--- src/logic/hpm_regs.svh ---
// constants for the halt power mode controller
// assumes inclusion by bare name from the package and modules
`ifndef HPM_REGS_SVH
`define HPM_REGS_SVH

// =====================================================
// timing, in cpu clock cycles (one cycle = 5 ns at 200 MHz)
`define HPM_CNT_W 13
`define HPM_DLY_SHORT_CYC 13'h0100
`define HPM_DLY_LONG_CYC 13'h1000

// =====================================================
// interrupt mask level values
`define HPM_MASK_W 2
`define HPM_MASK_SLEEP 2'h2
`define HPM_MASK_RESET 2'h3

`endif

--- src/logic/hpm_pkg.sv ---
// types shared by the halt power mode controller files
// assumes hpm_regs.svh is on the include path
`include "hpm_regs.svh"

package hpm_pkg;

   // =====================================================
   // power mode states
   typedef enum logic [2:0] {
      HPM_RUN      = 3'h0,
      HPM_ACT_HALT = 3'h1,
      HPM_HALT     = 3'h2,
      HPM_STAB     = 3'h3,
      HPM_STOP_REM = 3'h4
   } hpm_mode_e;

   // =====================================================
   // controller state
   typedef struct packed {
      hpm_mode_e mode;
      logic exit_irq;
      logic guard;
      logic wake_ext;
      logic wake_tb;
      logic wake_rst;
      logic [`HPM_MASK_W-1:0] mask;
      logic cpu_en;
      logic osc_on;
      logic tb_en;
      logic periph_en;
      logic cond_push;
      logic service;
      logic fetch_rst;
      logic wdg_rst;
   } hpm_ctrl_s;

   // =====================================================
   // delay counter state
   typedef struct packed {
      logic [`HPM_CNT_W-1:0] cnt;
      logic busy;
      logic done;
   } hpm_cnt_s;

endpackage

--- src/logic/hpm_delay_counter.sv ---
// oscillator stabilisation delay counter
// assumes one clock domain and a one-cycle start pulse
`timescale 1ns/1ps
`include "hpm_regs.svh"

module hpm_delay_counter import hpm_pkg::*; #(
   parameter logic [`HPM_CNT_W-1:0] DLY_SHORT = `HPM_DLY_SHORT_CYC,
   parameter logic [`HPM_CNT_W-1:0] DLY_LONG = `HPM_DLY_LONG_CYC
) (
   input wire logic i_clock,
   input wire logic i_rst,
   input wire logic i_start,
   input wire logic i_long,
   output logic o_busy,
   output logic o_done
);

   hpm_cnt_s c_reg;
   hpm_cnt_s c_next;

   // =====================================================
   // count down, done pulse after the last cycle
   always_comb begin
      c_next = c_reg;
      c_next.done = 1'b0;
      if (i_start) begin
         c_next.cnt = i_long ? DLY_LONG - 13'h0001 : DLY_SHORT - 13'h0001;
         c_next.busy = 1'b1;
      end else if (c_reg.busy) begin
         if (c_reg.cnt == '0) begin
            c_next.busy = 1'b0;
            c_next.done = 1'b1;
         end else begin
            c_next.cnt = c_reg.cnt - 13'h0001;
         end
      end
   end

   always_ff @(posedge i_clock) begin
      if (i_rst) begin
         c_reg <= '0;
      end else begin
         c_reg <= c_next;
      end
   end

   assign o_busy = c_reg.busy;
   assign o_done = c_reg.done;

endmodule

--- src/logic/hpm_halt_ctrl.sv ---
// halt and timebase-sleep power mode controller
// assumes cpu, oscillator and interrupt logic share i_clock; inputs synchronous
`timescale 1ns/1ps
`include "hpm_regs.svh"

// Contract
// - stop instruction: enable picks sleep kind
// - timebase sleep woken by timebase or reset
// - timebase wake: no delay, service now
// - reset exit from timebase sleep delayed
// - entry forces mask 10, pending wakes
// - timebase sleep: oscillator and timebase only
// - enable set: no watchdog reset entering
// - enable cleared early: clock stop remainder
// - clock stop ends on reset, wake irq
// - clock stop exit: oscillator on, wait
// - clock stop: oscillator and all halted
// - option bit decides watchdog reset on stop
// - service pushes condition code, sets mask
module hpm_halt_ctrl import hpm_pkg::*; #(
   parameter logic [`HPM_CNT_W-1:0] DLY_SHORT = `HPM_DLY_SHORT_CYC,
   parameter logic [`HPM_CNT_W-1:0] DLY_LONG = `HPM_DLY_LONG_CYC
) (
   input wire logic i_clock,
   input wire logic i_rst,
   input wire logic i_halt_exec,
   input wire logic i_osc_irq_enable,
   input wire logic i_long_delay,
   input wire logic i_timebase_irq,
   input wire logic i_ext_wake_irq,
   input wire logic i_irq_pending,
   input wire logic i_reset_req,
   input wire logic i_watchdog_active,
   input wire logic i_watchdog_sleep_option,
   input wire logic [`HPM_MASK_W-1:0] i_isr_level,
   input wire logic i_cond_pop,
   input wire logic [`HPM_MASK_W-1:0] i_pop_level,
   input wire logic i_mask_wr,
   input wire logic [`HPM_MASK_W-1:0] i_mask_wdata,
   output logic [2:0] o_mode,
   output logic o_cpu_clk_en,
   output logic o_osc_on,
   output logic o_timebase_clk_en,
   output logic o_periph_clk_en,
   output logic [`HPM_MASK_W-1:0] o_mask_level,
   output logic o_cond_push,
   output logic o_service_irq,
   output logic o_fetch_reset_vec,
   output logic o_watchdog_reset
);

   hpm_ctrl_s st_reg;
   hpm_ctrl_s st_next;
   logic cnt_start;
   logic cnt_busy;
   logic cnt_done;

   // =====================================================
   // stabilisation and guard delay
   hpm_delay_counter #(
      .DLY_SHORT(DLY_SHORT),
      .DLY_LONG(DLY_LONG)
   ) u_delay (
      .i_clock(i_clock),
      .i_rst(i_rst),
      .i_start(cnt_start),
      .i_long(i_long_delay),
      .o_busy(cnt_busy),
      .o_done(cnt_done)
   );

   // =====================================================
   // next state
   always_comb begin
      st_next = st_reg;
      cnt_start = 1'b0;
      st_next.cond_push = 1'b0;
      st_next.service = 1'b0;
      st_next.fetch_rst = 1'b0;
      st_next.wdg_rst = 1'b0;
      st_next.wake_ext = st_reg.wake_ext | i_ext_wake_irq;
      st_next.wake_tb = st_reg.wake_tb | i_timebase_irq;
      st_next.wake_rst = st_reg.wake_rst | i_reset_req;
      if (i_cond_pop) begin
         st_next.mask = i_pop_level;
      end else if (i_mask_wr) begin
         st_next.mask = i_mask_wdata;
      end
      unique case (st_reg.mode)
         HPM_RUN: begin
            st_next.wake_ext = 1'b0;
            st_next.wake_tb = 1'b0;
            st_next.wake_rst = 1'b0;
            if (cnt_done) begin
               st_next.guard = 1'b0;
            end
            if (i_reset_req) begin
               st_next.fetch_rst = 1'b1;
               st_next.guard = 1'b0;
            end else if (i_halt_exec) begin
               st_next.mask = `HPM_MASK_SLEEP;
               if (i_irq_pending) begin
                  st_next.service = 1'b1;
                  st_next.cond_push = 1'b1;
                  st_next.mask = i_isr_level;
               end else if (i_osc_irq_enable) begin
                  st_next.mode = HPM_ACT_HALT;
                  st_next.guard = 1'b0;
               end else if (i_watchdog_active && !i_watchdog_sleep_option) begin
                  st_next.wdg_rst = 1'b1;
               end else begin
                  st_next.mode = HPM_HALT;
                  st_next.guard = 1'b0;
               end
            end else if (st_reg.guard && !i_osc_irq_enable && cnt_busy) begin
               st_next.mode = HPM_STOP_REM;
            end
         end
         HPM_ACT_HALT: begin
            if (i_reset_req || st_reg.wake_rst) begin
               st_next.mode = HPM_STAB;
               st_next.exit_irq = 1'b0;
               cnt_start = 1'b1;
            end else if (i_timebase_irq || st_reg.wake_tb) begin
               st_next.mode = HPM_RUN;
               st_next.service = 1'b1;
               st_next.cond_push = 1'b1;
               st_next.mask = i_isr_level;
               st_next.guard = 1'b1;
               cnt_start = 1'b1;
            end
         end
         HPM_HALT: begin
            if (i_reset_req || st_reg.wake_rst) begin
               st_next.mode = HPM_STAB;
               st_next.exit_irq = 1'b0;
               cnt_start = 1'b1;
            end else if (i_ext_wake_irq || st_reg.wake_ext) begin
               st_next.mode = HPM_STAB;
               st_next.exit_irq = 1'b1;
               cnt_start = 1'b1;
            end
         end
         HPM_STAB: begin
            if (cnt_done) begin
               st_next.mode = HPM_RUN;
               if (st_reg.exit_irq) begin
                  st_next.service = 1'b1;
                  st_next.cond_push = 1'b1;
                  st_next.mask = i_isr_level;
               end else begin
                  st_next.fetch_rst = 1'b1;
               end
            end
         end
         HPM_STOP_REM: begin
            if (i_reset_req || st_reg.wake_rst) begin
               st_next.mode = HPM_STAB;
               st_next.exit_irq = 1'b0;
               st_next.guard = 1'b0;
               cnt_start = 1'b1;
            end else if (cnt_done) begin
               st_next.mode = HPM_RUN;
               st_next.guard = 1'b0;
            end
         end
         default: begin
            st_next.mode = HPM_RUN;
         end
      endcase
      st_next.cpu_en = (st_next.mode == HPM_RUN);
      st_next.periph_en = (st_next.mode == HPM_RUN);
      st_next.osc_on = (st_next.mode != HPM_HALT) && (st_next.mode != HPM_STOP_REM);
      st_next.tb_en = (st_next.mode == HPM_RUN) || (st_next.mode == HPM_ACT_HALT);
   end

   always_ff @(posedge i_clock) begin
      if (i_rst) begin
         st_reg.mode <= HPM_RUN;
         st_reg.exit_irq <= 1'b0;
         st_reg.guard <= 1'b0;
         st_reg.wake_ext <= 1'b0;
         st_reg.wake_tb <= 1'b0;
         st_reg.wake_rst <= 1'b0;
         st_reg.mask <= `HPM_MASK_RESET;
         st_reg.cpu_en <= 1'b1;
         st_reg.osc_on <= 1'b1;
         st_reg.tb_en <= 1'b1;
         st_reg.periph_en <= 1'b1;
         st_reg.cond_push <= 1'b0;
         st_reg.service <= 1'b0;
         st_reg.fetch_rst <= 1'b0;
         st_reg.wdg_rst <= 1'b0;
      end else begin
         st_reg <= st_next;
      end
   end

   // =====================================================
   // outputs
   assign o_mode = st_reg.mode;
   assign o_cpu_clk_en = st_reg.cpu_en;
   assign o_osc_on = st_reg.osc_on;
   assign o_timebase_clk_en = st_reg.tb_en;
   assign o_periph_clk_en = st_reg.periph_en;
   assign o_mask_level = st_reg.mask;
   assign o_cond_push = st_reg.cond_push;
   assign o_service_irq = st_reg.service;
   assign o_fetch_reset_vec = st_reg.fetch_rst;
   assign o_watchdog_reset = st_reg.wdg_rst;

   logic run_entry;
   assign run_entry = (st_reg.mode == HPM_RUN) && i_halt_exec && !i_reset_req && !i_irq_pending;
endmodule

--- config.mk ---
export PLATFORM = sky130hd
export DESIGN_NAME = hpm_halt_ctrl
export DESIGN_NICKNAME = d
export VERILOG_FILES = /design/src/logic/hpm_pkg.sv /design/src/logic/hpm_delay_counter.sv /design/src/logic/hpm_halt_ctrl.sv
export VERILOG_INCLUDE_DIRS = /design/src /design/src/logic
export SDC_FILE = /design/constraint.sdc
export NUM_CORES = 1
export LEC_CHECK = 0
export BUFFER_PORTS_ARGS = -buffer_cell sky130_fd_sc_hd__clkbuf_2
export CORE_MARGIN = 2
export CORE_UTILIZATION = 35
export CTS_BUF_LIST = sky130_fd_sc_hd__clkbuf_8 sky130_fd_sc_hd__clkbuf_16
export CTS_CLUSTER_DIAMETER = 100
export DETAILED_ROUTE_END_ITERATION = 12
export SYNTH_ARGS = -nofsm -noshare
export SYNTH_HDL_FRONTEND = slang
export SYNTH_SLANG_ARGS = --single-unit
export TNS_END_PERCENT = 10
--- constraint.sdc ---
create_clock -name i_clock -period 2.8 [get_ports i_clock]
set_clock_uncertainty 0.15 [all_clocks]
set_input_delay 0 -clock i_clock [delete_from_list [all_inputs] [get_ports i_clock]]
set_output_delay 0 -clock i_clock [all_outputs]
set_load 0.01 [all_outputs]
==> results.toml <==
[setup_path]
cpMaxStageDelayCell = "dlygate4sd3_1"
critPathMaxStageDelay_ns = 0.55
crit_family = "buffers and inverters"
critPathKind = "primary input to flip-flop"
crit_top_cell = "dlygate4sd3_1"
cp-start-kind = "primary input"
arrival_ns = 2.37
cp_num_buf_inv = 3
r2r-start = "o_mode[1]"
crit_path_start = "i_reset_req"
end_kind = "flip-flop"
path_cells = "dlygate4sd3_1 > clkbuf_2 > or2_1 > o32ai_1 > a21oi_1 > a221o_1 > dlygate4sd3_1"
cp.required_ns = 2.82
path_max_fanout = 11

[clock_tree]
clkLatencyLatePin_ns = 0.28
cts_tree = "yes"
cts_buffer_depth = 2
cts_resized = 0
cts_hold_buf = 9
clk_pin_slew_ns = 0.06
cts_sinks = 31
cts-buffers-inserted = 5
cts_max_level = 2
cts_root_buffer = "clkbuf_8"
post_cts_buffers = 0

[grt]
grt_max_degree = 27
track_usage_pct = 15.47
grt_overflow = 0
antenna_found_initial = 0
grt_pass1_wl_um = 6458
grt_pass1_vias = 1332

[synth]
syn_nets = 216
ys_ff_latch = 31
synth_area_sq_um = 1695
syn_inst = 195
ys_warn_count = 0
async_reset_ff_share_pct = 0
synth_most_common_cell = "dfxtp_1"
synth_edf_count = 0
synthDistinctLibCells = 58
yosys-top-cells-count = "31 x dfxtp_1, 12 x a31oi_1, 11 x nor3_1"
avgSynthCellArea_sq_um = 8.694
synth_top_cell_by_area = "dfxtp_1"
synthTopCellsByArea = "dfxtp_1 37%, a31oi_1 4.4%, nor3_1 3.2%, buf_4 3.1%, o21ai_0 3.0%"
yosysSeqAreaShare_pct = 36.61
ys.flop_type = "dfxtp_1"
synth_top_area_share_pct = 36.61

[placement]
gp_congestion = 0.8320
numPortBuffers = 31
placed_area_sq_um = 1833
dp_hpwl_um = 2796

[detailed_routing]
wl_met1_um = 1913
wl_per_cell_um = 13.97
wl_um = 3911
top_layer = "met4"
drt_first_pass_iters = 4
met3_length_um = 179
vias = 1579
drc_errors = 0
via_per_inst = 5.639
first_iter_violations = 122
ant_nets = 0
dr_wl_met2_um = 1803

[sta]
setup_violations = 0
min_period_ns = 2.354
max_freq_mhz = 424.9
drv_slew = 0
fin_crit_sh_pct = 84.06
hold_viol_final = 0
hold_ws_ns = 0.02967
tns_ns = 0
slew_headroom_pct = 57.50
tightest_slew_ns = 0.6366
rsz0062_at_grt = "no"

[floorplanning]
die_h_um = 73.60
rows = 25
dieArea_sq_um = 5417
die_x_um = 73.60
core_area_sq_um = 4692
start_util_pct = 36.13
io_pins = 32

[worst_hold_path]
hp-start = "i_osc_irq_enable"
hold_path_class = "primary input to flip-flop"

[final_layout]
largest_reg_flops = 13
syn_to_final_growth_pct = 20.37
nFillCells = 483
fin_nets = 246
stdcell_area_sq_um = 2041
diodes = 0
drive_above_1_share_pct = 23.45

[outcome]
outcome = "complete, no violations"

[power_and_ir_drop]
p_per_area_nw_per_um2 = 956.3
post-layout-total-power_w = 0.001952
p_leak_nw = 0.7779
peakVddDrop_v = 0.0004472

[run]
cap_violations = 0
==> logic make-up (layout without fill, tap and decap cells) <==
logic type      count (synthesis)  after routing  share of synthesized area (%)
fa+ha+maj                       2              2                          1.476
xor+xnor                        2              2                          1.033
buf+inv                        25             56                          7.233
flops                          31             31                          36.61
compound gates                 57             57                          23.54
simple gates                   74             74                          27.60
mux                             4              4                          2.509
==> cell usage in the layout, fill, tap and decap left out, types with 3 or more instances in the layout <==
master / count
nor2_1: 8
or3_1: 6
nor3b_1: 3
a31oi_1: 12
nand2b_1: 3
nor4_1: 4
nand2_1: 6
and2_1: 4
or4_1: 4
o31a_1: 4
dlygate4sd3_1: 9
clkbuf_2: 31
inv_1: 6
nor3_1: 11
a21oi_1: 9
dfxtp_1: 31
clkbuf_8: 6
nor2b_1: 3
o21ai_0: 10
==> per-stage QoR <==
step,setup WS (ns),util (%),instances
2_1_floorplan,0.6753,-,195
3_3_place_gp,0.6632,39.07,263
3_5_place_dp,0.6306,39.07,263
4_1_cts,0.4474,43.49,280
5_1_grt,0.2848,43.49,280
6_report,0.4463,43.49,280
==> power breakdown <==
part           leakage [nW]  switching [W]  internal (W)  total [W]
clock network        0.0612       0.000167      0.000288   0.000455
logic                 0.461       0.000429      0.000347   0.000776
registers             0.255       0.000147      0.000573   0.000721
==> per-layer routing <==
layer	track usage (%)	vias to the layer above
met5	0	-
met4	6.061	0
met3	3.704	2
met2	24.11	41
met1	20.55	736
li1	-	800
==> layout make-up <==
class	instances	area [sq um]	share of cell area [%]
clock buffers	6	82.58	4.047
inverters	6	22.52	1.104
repair buffers	42	260.3	12.75
multi-input cells	139	952.2	46.66
clock inverters	2	35.03	1.717
flip-flops and latches	31	620.6	30.41
well taps	54	67.56	3.311
==> final timing paths <==
check        slack, ns  depth (start not counted)         endpoint
min reg2reg       0.33                          2       st_reg[12]
max reg2reg       0.45                          5  o_mask_level[0]
max               0.45                          7  o_mask_level[0]
min               0.03                          4        o_mode[2]
==> worst reg2reg max path: stages (launching register included) <==
cell and delay, ns:
dfxtp_1 0.43, or2_2 0.39, nor3_1 0.30, a21oi_1 0.12, a221o_1 0.30, dlygate4sd3_1 0.55
Note: power is estimated with default switching activity, not from simulation.
